--- config.mk ---
export PLATFORM = sky130hd
export DESIGN_NAME = cmpx_top
export DESIGN_NICKNAME = d
export VERILOG_FILES = /design/src/rtl/cmpx_pkg.sv /design/src/rtl/cmpx_edge.sv /design/src/rtl/cmpx_route.sv /design/src/rtl/cmpx_top.sv
export SDC_FILE = /design/constraint.sdc
export NUM_CORES = 1
export LEC_CHECK = 0
export BUFFER_PORTS_ARGS = -buffer_cell sky130_fd_sc_hd__buf_2
export CORE_AREA = 3 3 61 63
export CTS_BUF_LIST = sky130_fd_sc_hd__clkbuf_2 sky130_fd_sc_hd__clkbuf_4 sky130_fd_sc_hd__clkbuf_8
export CTS_CLUSTER_SIZE = 8
export DETAILED_ROUTE_END_ITERATION = 16
export DIE_AREA = 0 0 64 66
export GPL_TIMING_DRIVEN = 0
export PLACE_DENSITY_LB_ADDON = 0.2
export SLEW_MARGIN = 40
export SYNTH_ARGS = -nofsm -noshare
export SYNTH_HDL_FRONTEND = slang
export SYNTH_SLANG_ARGS = --single-unit
--- constraint.sdc ---
create_clock -name clk -period 1.6 [get_ports clk]
set_clock_uncertainty 0.15 [all_clocks]
set_input_delay 0.24 -clock clk [delete_from_list [all_inputs] [get_ports clk]]
set_output_delay 0.24 -clock clk [all_outputs]
set_load 0.005 [all_outputs]
--- src/rtl/cmpx_pkg.sv ---
// package: register map, field layout and codes of the comparator control block
package cmpx_pkg;
  // register indices (byte addresses, plain 3-bit space)
  localparam logic [2:0] CMPX_ADR_C1MAIN = 3'h0;
  localparam logic [2:0] CMPX_ADR_C1IN = 3'h1;
  localparam logic [2:0] CMPX_ADR_C2MAIN = 3'h2;
  localparam logic [2:0] CMPX_ADR_C2IN = 3'h3;
  localparam logic [2:0] CMPX_ADR_MIRROR = 3'h4;
  localparam logic [2:0] CMPX_ADR_STATUS = 3'h5;
  localparam logic [2:0] CMPX_ADR_MASK = 3'h6;
  localparam int CMPX_AW = 3;
  localparam int CMPX_DW = 8;
  localparam int CMPX_NCMP = 2;
  // main control: bit 4 polarity, bit 6 result (read only)
  localparam int CMPX_MAIN_POL = 4;
  localparam int CMPX_MAIN_OUT = 6;
  // inputs control
  localparam int CMPX_IN_RISE = 7;
  localparam int CMPX_IN_FALL = 6;
  localparam int CMPX_IN_PSEL_LO = 4;
  localparam int CMPX_IN_NSEL_LO = 0;
  // writable bit masks (bits 3-2 of inputs control unimplemented)
  localparam logic [7:0] CMPX_IN_WMASK = 8'hf3;
  localparam logic [7:0] CMPX_MAIN_WMASK = 8'h10;
  localparam logic [7:0] CMPX_RST_BYTE = 8'h00;
  // plus input select codes
  localparam logic [1:0] CMPX_P_PIN = 2'h0;
  localparam logic [1:0] CMPX_P_DAC = 2'h1;
  localparam logic [1:0] CMPX_P_FIXREF = 2'h2;
  localparam logic [1:0] CMPX_P_ALT = 2'h3;
  // one-hot route of the noninverting node: pin, dac, fixed reference
  localparam logic [2:0] CMPX_ROUTE_PIN = 3'h1;
  localparam logic [2:0] CMPX_ROUTE_DAC = 3'h2;
  localparam logic [2:0] CMPX_ROUTE_FIXREF = 3'h4;
  localparam logic [2:0] CMPX_ROUTE_NONE = 3'h0;
  // edge tracker states
  typedef enum logic [2:0] {
    CMPX_ST_INIT = 3'h1,
    CMPX_ST_LOW = 3'h2,
    CMPX_ST_HIGH = 3'h4
  } cmpx_edge_st_t;
endpackage

--- src/rtl/cmpx_edge.sv ---
// edge tracker: turns a result bit into rise and fall pulses
`timescale 1ns/1ps
module cmpx_edge
  import cmpx_pkg::*;
(
  input wire logic clk,
  input wire logic rst_n,
  input wire logic level,
  output logic rise,
  output logic fall
);
  typedef struct packed {
    cmpx_edge_st_t st;
  } cmpx_edge_state_t;
  cmpx_edge_state_t s_ff;
  cmpx_edge_state_t nxt_s;

  // first sample after reset only seeds the state, so no false edge
  always_comb
  begin
    nxt_s = s_ff;
    rise = 1'b0;
    fall = 1'b0;
    case (s_ff.st)
      CMPX_ST_INIT: nxt_s.st = level ? CMPX_ST_HIGH : CMPX_ST_LOW;
      CMPX_ST_LOW:
      begin
        if (level)
        begin
          rise = 1'b1;
          nxt_s.st = CMPX_ST_HIGH;
        end
      end
      CMPX_ST_HIGH:
      begin
        if (!level)
        begin
          fall = 1'b1;
          nxt_s.st = CMPX_ST_LOW;
        end
      end
      default: nxt_s.st = CMPX_ST_INIT;
    endcase
  end

  always_ff @(posedge clk or negedge rst_n)
  begin
    if (!rst_n)
      s_ff <= '{st: CMPX_ST_INIT};
    else
      s_ff <= nxt_s;
  end
endmodule

--- src/rtl/cmpx_route.sv ---
// input routing decode for one comparator
`timescale 1ns/1ps
module cmpx_route
  import cmpx_pkg::*;
(
  input wire logic [1:0] plus_input_select,
  input wire logic [1:0] minus_input_select,
  input wire logic alt_is_pin,
  output logic [2:0] noninverting_node,
  output logic [3:0] inverting_node
);
  always_comb
  begin
    case (plus_input_select)
      CMPX_P_PIN: noninverting_node = CMPX_ROUTE_PIN;
      CMPX_P_DAC: noninverting_node = CMPX_ROUTE_DAC;
      CMPX_P_FIXREF: noninverting_node = CMPX_ROUTE_FIXREF;
      // code 11 on the second unit is left unconnected
      CMPX_P_ALT: noninverting_node = alt_is_pin ? CMPX_ROUTE_PIN : CMPX_ROUTE_NONE;
      default: noninverting_node = CMPX_ROUTE_NONE;
    endcase
    inverting_node = 4'h0;
    inverting_node[minus_input_select] = 1'b1;
  end
endmodule

--- src/rtl/cmpx_top.sv ---
// comparator control: input select, polarity, edge flags, output mirror
// Functional notes
// - fall enable set means high-to-low result transition sets the irq flag.
// - plus select 00 pin, 01 dac reference, 10 fixed reference.
// - first comparator plus select 11 also routes the external pin.
// - minus select bits 1-0 choose shared minus pin 0 to 3.
// - mirror register bit 1 second result, bit 0 first, zero after reset.
// - mirror bits 7-2 and inputs-control bits 3-2 read zero, ignore writes.
// - polarity bit set inverts the raw comparator result.
`timescale 1ns/1ps
module cmpx_top
  import cmpx_pkg::*;
(
  input wire logic clk,
  input wire logic rst_n,
  input wire logic [CMPX_AW-1:0] reg_addr,
  input wire logic [CMPX_DW-1:0] reg_wdata,
  input wire logic reg_wr,
  input wire logic reg_rd,
  output logic [CMPX_DW-1:0] reg_rdata,
  input wire logic [CMPX_NCMP-1:0] raw_result,
  output logic [1:0] plus_input_select_1,
  output logic [1:0] plus_input_select_2,
  output logic [2:0] noninverting_node_1,
  output logic [2:0] noninverting_node_2,
  output logic [3:0] inverting_node_1,
  output logic [3:0] inverting_node_2,
  output logic [CMPX_NCMP-1:0] comparator_result_bit,
  output logic irq
);
  typedef struct packed {
    logic [CMPX_NCMP-1:0] pol;
    logic [CMPX_NCMP-1:0] rise_en;
    logic [CMPX_NCMP-1:0] fall_en;
    logic [1:0] psel1;
    logic [1:0] psel2;
    logic [1:0] nsel1;
    logic [1:0] nsel2;
    logic [CMPX_NCMP-1:0] res;
    logic [CMPX_NCMP-1:0] flag;
    logic [CMPX_NCMP-1:0] mask;
    logic [CMPX_DW-1:0] rdata;
  } cmpx_state_t;

  cmpx_state_t s_ff;
  cmpx_state_t nxt_s;
  logic [CMPX_NCMP-1:0] rise_p;
  logic [CMPX_NCMP-1:0] fall_p;
  logic [CMPX_NCMP-1:0] edge_set;

  function automatic logic [CMPX_DW-1:0] cmpx_in_byte(input logic re, input logic fe,
                                                      input logic [1:0] ps, input logic [1:0] ns);
    logic [CMPX_DW-1:0] b;
    b = CMPX_RST_BYTE;
    b[CMPX_IN_RISE] = re;
    b[CMPX_IN_FALL] = fe;
    b[CMPX_IN_PSEL_LO +: 2] = ps;
    b[CMPX_IN_NSEL_LO +: 2] = ns;
    return b & CMPX_IN_WMASK;
  endfunction

  function automatic logic [CMPX_DW-1:0] cmpx_main_byte(input logic pol, input logic res);
    logic [CMPX_DW-1:0] b;
    b = CMPX_RST_BYTE;
    b[CMPX_MAIN_POL] = pol;
    b[CMPX_MAIN_OUT] = res;
    return b;
  endfunction

  ////////////////////////////////////////////////////////////////////////////
  // edge trackers on the polarity-corrected result
  for (genvar i = 0; i < CMPX_NCMP; i++)
  begin : g_edge
    cmpx_edge u_edge (
      .clk(clk),
      .rst_n(rst_n),
      .level(s_ff.res[i]),
      .rise(rise_p[i]),
      .fall(fall_p[i])
    );
  end

  assign edge_set = (rise_p & s_ff.rise_en) | (fall_p & s_ff.fall_en);

  ////////////////////////////////////////////////////////////////////////////
  // routing decode
  cmpx_route u_route1 (
    .plus_input_select(s_ff.psel1),
    .minus_input_select(s_ff.nsel1),
    .alt_is_pin(1'b1),
    .noninverting_node(noninverting_node_1),
    .inverting_node(inverting_node_1)
  );

  cmpx_route u_route2 (
    .plus_input_select(s_ff.psel2),
    .minus_input_select(s_ff.nsel2),
    .alt_is_pin(1'b0),
    .noninverting_node(noninverting_node_2),
    .inverting_node(inverting_node_2)
  );

  ////////////////////////////////////////////////////////////////////////////
  // next state
  always_comb
  begin
    nxt_s = s_ff;
    nxt_s.res = raw_result ^ s_ff.pol;
    if (reg_wr)
    begin
      case (reg_addr)
        CMPX_ADR_C1MAIN: nxt_s.pol[0] = reg_wdata[CMPX_MAIN_POL];
        CMPX_ADR_C2MAIN: nxt_s.pol[1] = reg_wdata[CMPX_MAIN_POL];
        CMPX_ADR_C1IN:
        begin
          nxt_s.rise_en[0] = reg_wdata[CMPX_IN_RISE];
          nxt_s.fall_en[0] = reg_wdata[CMPX_IN_FALL];
          nxt_s.psel1 = reg_wdata[CMPX_IN_PSEL_LO +: 2];
          nxt_s.nsel1 = reg_wdata[CMPX_IN_NSEL_LO +: 2];
        end
        CMPX_ADR_C2IN:
        begin
          nxt_s.rise_en[1] = reg_wdata[CMPX_IN_RISE];
          nxt_s.fall_en[1] = reg_wdata[CMPX_IN_FALL];
          nxt_s.psel2 = reg_wdata[CMPX_IN_PSEL_LO +: 2];
          nxt_s.nsel2 = reg_wdata[CMPX_IN_NSEL_LO +: 2];
        end
        CMPX_ADR_STATUS: nxt_s.flag = s_ff.flag & ~reg_wdata[CMPX_NCMP-1:0];
        CMPX_ADR_MASK: nxt_s.mask = reg_wdata[CMPX_NCMP-1:0];
        default: nxt_s.flag = s_ff.flag; // mirror and unmapped writes ignored
      endcase
    end
    // set beats a same-cycle write-one clear
    nxt_s.flag = nxt_s.flag | edge_set;
    nxt_s.rdata = CMPX_RST_BYTE;
    if (reg_rd)
    begin
      case (reg_addr)
        CMPX_ADR_C1MAIN: nxt_s.rdata = cmpx_main_byte(s_ff.pol[0], s_ff.res[0]);
        CMPX_ADR_C2MAIN: nxt_s.rdata = cmpx_main_byte(s_ff.pol[1], s_ff.res[1]);
        CMPX_ADR_C1IN:
          nxt_s.rdata = cmpx_in_byte(s_ff.rise_en[0], s_ff.fall_en[0], s_ff.psel1, s_ff.nsel1);
        CMPX_ADR_C2IN:
          nxt_s.rdata = cmpx_in_byte(s_ff.rise_en[1], s_ff.fall_en[1], s_ff.psel2, s_ff.nsel2);
        CMPX_ADR_MIRROR: nxt_s.rdata = {{(CMPX_DW-CMPX_NCMP){1'b0}}, s_ff.res};
        CMPX_ADR_STATUS: nxt_s.rdata = {{(CMPX_DW-CMPX_NCMP){1'b0}}, s_ff.flag};
        CMPX_ADR_MASK: nxt_s.rdata = {{(CMPX_DW-CMPX_NCMP){1'b0}}, s_ff.mask};
        default: nxt_s.rdata = CMPX_RST_BYTE;
      endcase
    end
  end

  always_ff @(posedge clk or negedge rst_n)
  begin
    if (!rst_n)
      s_ff <= '0;
    else
      s_ff <= nxt_s;
  end

  assign reg_rdata = s_ff.rdata;
  assign comparator_result_bit = s_ff.res;
  assign plus_input_select_1 = s_ff.psel1;
  assign plus_input_select_2 = s_ff.psel2;
  assign irq = |(s_ff.flag & s_ff.mask);

  ////////////////////////////////////////////////////////////////////////////
  // checks
  property p_rise_sets;
    @(posedge clk) disable iff (!rst_n)
      (rise_p[0] && s_ff.rise_en[0]) |=> s_ff.flag[0];
  endproperty
  a_rise_sets: assert property (p_rise_sets) else $error("rise did not set flag");

  property p_rise_quiet;
    @(posedge clk) disable iff (!rst_n)
      (!s_ff.flag[1] && rise_p[1] && !s_ff.rise_en[1] && !fall_p[1]) |=> !s_ff.flag[1];
  endproperty
  a_rise_quiet: assert property (p_rise_quiet) else $error("disabled rise set flag");

  property p_fall_sets;
    @(posedge clk) disable iff (!rst_n)
      (fall_p[1] && s_ff.fall_en[1]) |=> s_ff.flag[1];
  endproperty
  a_fall_sets: assert property (p_fall_sets) else $error("fall did not set flag");

  property p_fall_quiet;
    @(posedge clk) disable iff (!rst_n)
      (!s_ff.flag[0] && fall_p[0] && !s_ff.fall_en[0]) |=> !s_ff.flag[0];
  endproperty
  a_fall_quiet: assert property (p_fall_quiet) else $error("disabled fall set flag");

  property p_plus_route;
    @(posedge clk) disable iff (!rst_n)
      (s_ff.psel2 == CMPX_P_FIXREF) |-> (noninverting_node_2 == CMPX_ROUTE_FIXREF);
  endproperty
  a_plus_route: assert property (p_plus_route) else $error("plus route wrong");

  property p_alt_pin;
    @(posedge clk) disable iff (!rst_n)
      (s_ff.psel1 == CMPX_P_ALT) |-> (noninverting_node_1 == CMPX_ROUTE_PIN);
  endproperty
  a_alt_pin: assert property (p_alt_pin) else $error("code 11 not routed to pin");

  property p_minus_route;
    @(posedge clk) disable iff (!rst_n)
      $onehot(inverting_node_1) && inverting_node_1[s_ff.nsel1];
  endproperty
  a_minus_route: assert property (p_minus_route) else $error("minus route wrong");

  property p_mirror;
    @(posedge clk) disable iff (!rst_n)
      (reg_rd && reg_addr == CMPX_ADR_MIRROR) |=>
        (reg_rdata == {{(CMPX_DW-CMPX_NCMP){1'b0}}, $past(s_ff.res)});
  endproperty
  a_mirror: assert property (p_mirror) else $error("mirror read wrong");

  property p_unimpl;
    @(posedge clk) disable iff (!rst_n)
      (reg_rd && (reg_addr == CMPX_ADR_C1IN || reg_addr == CMPX_ADR_C2IN)) |=>
        (reg_rdata[3:2] == 2'h0);
  endproperty
  a_unimpl: assert property (p_unimpl) else $error("unimplemented bits not zero");

  // the edge that releases reset still loads zero, so skip that one
  property p_polarity;
    @(posedge clk) disable iff (!rst_n)
      $past(rst_n) |-> (comparator_result_bit == ($past(raw_result) ^ $past(s_ff.pol)));
  endproperty
  a_polarity: assert property (p_polarity) else $error("polarity not applied");

  property p_rise_sets_2;
    @(posedge clk) disable iff (!rst_n)
      (rise_p[1] && s_ff.rise_en[1]) |=> s_ff.flag[1];
  endproperty
  a_rise_sets_2: assert property (p_rise_sets_2) else $error("rise did not set flag 2");

  property p_rise_quiet_1;
    @(posedge clk) disable iff (!rst_n)
      (!s_ff.flag[0] && rise_p[0] && !s_ff.rise_en[0]) |=> !s_ff.flag[0];
  endproperty
  a_rise_quiet_1: assert property (p_rise_quiet_1) else $error("disabled rise set flag 1");

  property p_fall_sets_1;
    @(posedge clk) disable iff (!rst_n)
      (fall_p[0] && s_ff.fall_en[0]) |=> s_ff.flag[0];
  endproperty
  a_fall_sets_1: assert property (p_fall_sets_1) else $error("fall did not set flag 1");

  property p_fall_quiet_2;
    @(posedge clk) disable iff (!rst_n)
      (!s_ff.flag[1] && fall_p[1] && !s_ff.fall_en[1]) |=> !s_ff.flag[1];
  endproperty
  a_fall_quiet_2: assert property (p_fall_quiet_2) else $error("disabled fall set flag 2");

  property p_plus_pin_1;
    @(posedge clk) disable iff (!rst_n)
      (s_ff.psel1 == CMPX_P_PIN) |-> (noninverting_node_1 == CMPX_ROUTE_PIN);
  endproperty
  a_plus_pin_1: assert property (p_plus_pin_1) else $error("plus pin route 1 wrong");

  property p_plus_dac_1;
    @(posedge clk) disable iff (!rst_n)
      (s_ff.psel1 == CMPX_P_DAC) |-> (noninverting_node_1 == CMPX_ROUTE_DAC);
  endproperty
  a_plus_dac_1: assert property (p_plus_dac_1) else $error("plus dac route 1 wrong");

  property p_plus_fix_1;
    @(posedge clk) disable iff (!rst_n)
      (s_ff.psel1 == CMPX_P_FIXREF) |-> (noninverting_node_1 == CMPX_ROUTE_FIXREF);
  endproperty
  a_plus_fix_1: assert property (p_plus_fix_1) else $error("plus ref route 1 wrong");

  property p_plus_pin_2;
    @(posedge clk) disable iff (!rst_n)
      (s_ff.psel2 == CMPX_P_PIN) |-> (noninverting_node_2 == CMPX_ROUTE_PIN);
  endproperty
  a_plus_pin_2: assert property (p_plus_pin_2) else $error("plus pin route 2 wrong");

  property p_minus_route_2;
    @(posedge clk) disable iff (!rst_n)
      $onehot(inverting_node_2) && inverting_node_2[s_ff.nsel2];
  endproperty
  a_minus_route_2: assert property (p_minus_route_2) else $error("minus route 2 wrong");

  property p_psel_store_1;
    @(posedge clk) disable iff (!rst_n)
      (reg_wr && reg_addr == CMPX_ADR_C1IN) |=>
        (plus_input_select_1 == $past(reg_wdata[CMPX_IN_PSEL_LO +: 2]));
  endproperty
  a_psel_store_1: assert property (p_psel_store_1) else $error("plus select 1 not stored");

  property p_psel_store_2;
    @(posedge clk) disable iff (!rst_n)
      (reg_wr && reg_addr == CMPX_ADR_C2IN) |=>
        (plus_input_select_2 == $past(reg_wdata[CMPX_IN_PSEL_LO +: 2]));
  endproperty
  a_psel_store_2: assert property (p_psel_store_2) else $error("plus select 2 not stored");

  property p_flag_hold_1;
    @(posedge clk) disable iff (!rst_n)
      (s_ff.flag[0] && !(reg_wr && reg_addr == CMPX_ADR_STATUS && reg_wdata[0])) |=> s_ff.flag[0];
  endproperty
  a_flag_hold_1: assert property (p_flag_hold_1) else $error("flag 1 dropped");

  property p_flag_hold_2;
    @(posedge clk) disable iff (!rst_n)
      (s_ff.flag[1] && !(reg_wr && reg_addr == CMPX_ADR_STATUS && reg_wdata[1])) |=> s_ff.flag[1];
  endproperty
  a_flag_hold_2: assert property (p_flag_hold_2) else $error("flag 2 dropped");

  property p_flag_clear_1;
    @(posedge clk) disable iff (!rst_n)
      (reg_wr && reg_addr == CMPX_ADR_STATUS && reg_wdata[0] && !edge_set[0]) |=> !s_ff.flag[0];
  endproperty
  a_flag_clear_1: assert property (p_flag_clear_1) else $error("flag 1 not cleared");

  property p_set_wins_1;
    @(posedge clk) disable iff (!rst_n)
      (edge_set[0] && reg_wr && reg_addr == CMPX_ADR_STATUS && reg_wdata[0]) |=> s_ff.flag[0];
  endproperty
  a_set_wins_1: assert property (p_set_wins_1) else $error("clear beat set on 1");

  property p_set_wins_2;
    @(posedge clk) disable iff (!rst_n)
      (edge_set[1] && reg_wr && reg_addr == CMPX_ADR_STATUS && reg_wdata[1]) |=> s_ff.flag[1];
  endproperty
  a_set_wins_2: assert property (p_set_wins_2) else $error("clear beat set on 2");

  property p_rdata_idle;
    @(posedge clk) disable iff (!rst_n)
      !reg_rd |=> (reg_rdata == CMPX_RST_BYTE);
  endproperty
  a_rdata_idle: assert property (p_rdata_idle) else $error("read data without read");

  property p_mirror_ignore;
    @(posedge clk) disable iff (!rst_n)
      (reg_wr && reg_addr == CMPX_ADR_MIRROR) |=>
        ($stable(s_ff.pol) && $stable(s_ff.mask) && $stable(s_ff.rise_en) && $stable(s_ff.fall_en)
         && $stable(s_ff.psel1) && $stable(s_ff.psel2) && $stable(s_ff.nsel1) && $stable(s_ff.nsel2));
  endproperty
  a_mirror_ignore: assert property (p_mirror_ignore) else $error("mirror write took effect");

  property p_main_read_1;
    @(posedge clk) disable iff (!rst_n)
      (reg_rd && reg_addr == CMPX_ADR_C1MAIN) |=>
        (reg_rdata[CMPX_MAIN_OUT] == $past(comparator_result_bit[0]));
  endproperty
  a_main_read_1: assert property (p_main_read_1) else $error("result 1 read wrong");

  property p_main_read_2;
    @(posedge clk) disable iff (!rst_n)
      (reg_rd && reg_addr == CMPX_ADR_C2MAIN) |=>
        (reg_rdata[CMPX_MAIN_OUT] == $past(comparator_result_bit[1]));
  endproperty
  a_main_read_2: assert property (p_main_read_2) else $error("result 2 read wrong");
endmodule

==> impl_results.md <==
- Outcome: finished clean
- Yosys top cell by area: dfrtp_1
- Syn. warnings: 0
- Clock tree from TritonCTS: built
- Startpoint Class: flop
- Clock Path Buffers: 2
- Total GRT Usage: 17.5%
- Die area: 4220 um^2
- Pin count of the biggest net entering global routing: 33
- Die Wd: 64 um
- Fillers: 277
- Initial DRC Count: 31
- Ys flop type: dfrtp_1
- Post-layout min period: 1540 ps
- DRT Pass-1 Iters: 4
- Initial antenna violation count: 0
- Setup slack, reg-to-reg: 210 ps
- Critical path startpoint: plus_input_select_1[0]$_DFFE_PN0P_
- Pwr Density: 1180 nW/um^2
- Dpl ws: 120 ps
- GPL Wtd Cong: 0.808
- Initial Util: 50.9%
- Final Hold Fails: 0
- Area grow syn2layout: 24.3%
- EDFF count, synth: 0
- Drt total wl: 3290 um
- Hold crit path type: in2reg
- Max-cap violations: 0
- Reg-to-reg startpoint: s_ff[17]$_DFFE_PN0P_
- Count leader, synth: dfrtp_1
- Post-CTS setup buffer count: 0
- Total negative slack: 0 ps
- Nets: 210
- Ys async rst share: 100%
- Area of the multi-input gates: 707 um^2
- Core Util, Final: 63.2%
- Die H: 66 um
- Vias per cell: 4.99
- # DRC: 0
- Yosys cell types: 35
- Slew Limit Fails: 0
- Port buffer count: 41
- Crit Path Class: reg2out
- Share of layout cells above drive strength 1: 50.3%
- Root buffer cell: clkbuf_4
- Tcrit/Tclk final: 96.2%
- Slew of the pin with the lowest slew margin: 689 ps
- # diodes: 0
- Total chip power: 2.46 mW
- Crit-path max FO: 4
- Worst setup EP type: output port
- Via Count: 1183
- Gate count of the mapped netlist: 135
- IO Pins: 46
- Peak supply drop: 744 uV
- FMAX: 650 MHz
- R2r endpoint: reg_rdata[1]$_DFF_PN0_
- Critical Path AT: 1150 ps
- Hold path depth: 3
- Hold path startpoint: reg_rd
- Endpoints failing setup: 0
- #FFs+latches synth: 32
- First-pass GRT wire length: 5430 um
- Yosys top cell area share: 44.9%
- Max-slew headroom: 54.0%
- Synth area leaders: dfrtp_1, mux2_2, buf_4
- Grt total ovfl: 0
- Syn Area/Cell: 12.4 um^2
- Total CTS buffers: 5
- Critical Path RT: 1210 ps
- # rows: 21
- CP endpoint: noninverting_node_1[0]
- Register area: 805 um^2
- RSZ-0062 raised after global routing: no
- Final ANT Viol Nets: 0
- Leak: 1.03 nW
- CTS sink count: 32
- WL/cell: 13.9 um
- Area of the core: 3280 um^2
- H-Tree Depth: 2
- DP HPWL: 2400 um
- Most frequent cells after synthesis: dfrtp_1, buf_4, mux2_2
- Number of global-route vias before repair: 1159
- Fraction of the yosys area taken by sequential cells: 48.1%
- FF-to-FF path depth: 3
- Post-synth design cell area: 1670 um^2
- Skew-Pair Late Insertion Delay: 340 ps
- Worst-path clk slew: 90 ps
- Setup WS post-layout: 61.0 ps
report_power, final:
group	leakage, nW	switching (mW)	internal [mW]	total, mW
Clock	0.0315	0.258	0.178	0.436
Sequential	0.390	0.216	1.04	1.25
Combinational	0.610	0.303	0.461	0.765
Total	1.03	0.778	1.68	2.46
repair_timing:
action	in CTS	in global routing
endpoints found under the setup margin	1	1
endpoints found under the hold margin	37	0
hold buffers	7	0
resized for setup	1	3
flip-flops by register name, summed over array words and instances (netlist names):
signal,flops
reg_rdata,6
plus_input_select_1,2
comparator_result_bit,2
g_edge.u_edge.s_ff,6
s_ff,14
plus_input_select_2,2
worst min-delay path by stage:
stage                                                     to  slack, ps
final                                 reg_rdata[5]$_DFF_PN0_         30
after global routing                  reg_rdata[7]$_DFF_PN0_         20
after CTS                             reg_rdata[5]$_DFF_PN0_         20
after detailed placement                s_ff[14]$_DFFE_PN0P_        180
after global placement                  s_ff[14]$_DFFE_PN0P_        160
after floorplan           comparator_result_bit[0]$_DFF_PN0_       -210
final cells by class:
class                           instances  share of cell area [%]
Buffer                                 18                    7.23
Clock buffer                            6                    2.17
Clock inverter                          1                   0.241
Inverter                                7                    1.27
Multi-Input combinational cell         79                    34.0
Sequential cell                        32                    38.7
Tap cell                               46                    2.77
Timing Repair Buffer                   48                    13.6
critical path, stage by stage, from the launching register on:
cell and delay [ps]:
dfrtp_1 420, inv_2 90, ha_4 200, buf_6 110
layout by cell type, fill, tap and decap left out, types with 2 or more instances in the layout:
cell type / count
buf_4: 14
nor2b_1: 6
a41oi_1: 2
mux2i_1: 2
xor2_1: 4
clkbuf_4: 6
dlygate4sd3_1: 7
dfrtp_1: 29
nor2_1: 9
and2_1: 2
mux2_2: 12
buf_2: 40
o21ai_0: 6
dfstp_2: 2
a221oi_1: 2
o2bb2ai_1: 2
inv_1: 6
mux2_4: 4
a22oi_1: 2
conb_1: 2
nand2_1: 5
a211oi_1: 2
and4b_1: 2
buf_6: 5
cell families (layout without fill, tap and decap cells):
group                    after synthesis  in the layout  share of synthesized area, %
AND/OR/NAND/NOR                       34             34                          14.5
flip-flops                            32             32                          48.1
multiplexers                          20             20                          15.8
AO/OA/AOI/OAI                         17             17                          7.27
adder cells (fa/ha/maj)                2              2                          1.50
buffers and inverters                 25             80                          10.6
XOR/XNOR                               4              4                          2.10
other                                  1              2                         0.225
layer usage:
metal / global-route usage, % / vias up / wire (um)
met3: 3.74 / 7 / 145
met5: 0 / - / 0
met4: 9.70 / 0 / 72
met1: 19.9 / 576 / 1400
li1: - / 570 / -
met2: 30.5 / 30 / 1680
metrics by stage:
step           hold WS, ps  cell area, um^2  instances
4_1_cts               21.2             2060        237
6_report              32.5             2080        237
5_1_grt               23.0             2080        237
2_1_floorplan         -206             1670        136
3_5_place_dp           176             1940        223
3_3_place_gp           161             1940        223
Power figures use the tool's default switching activity.
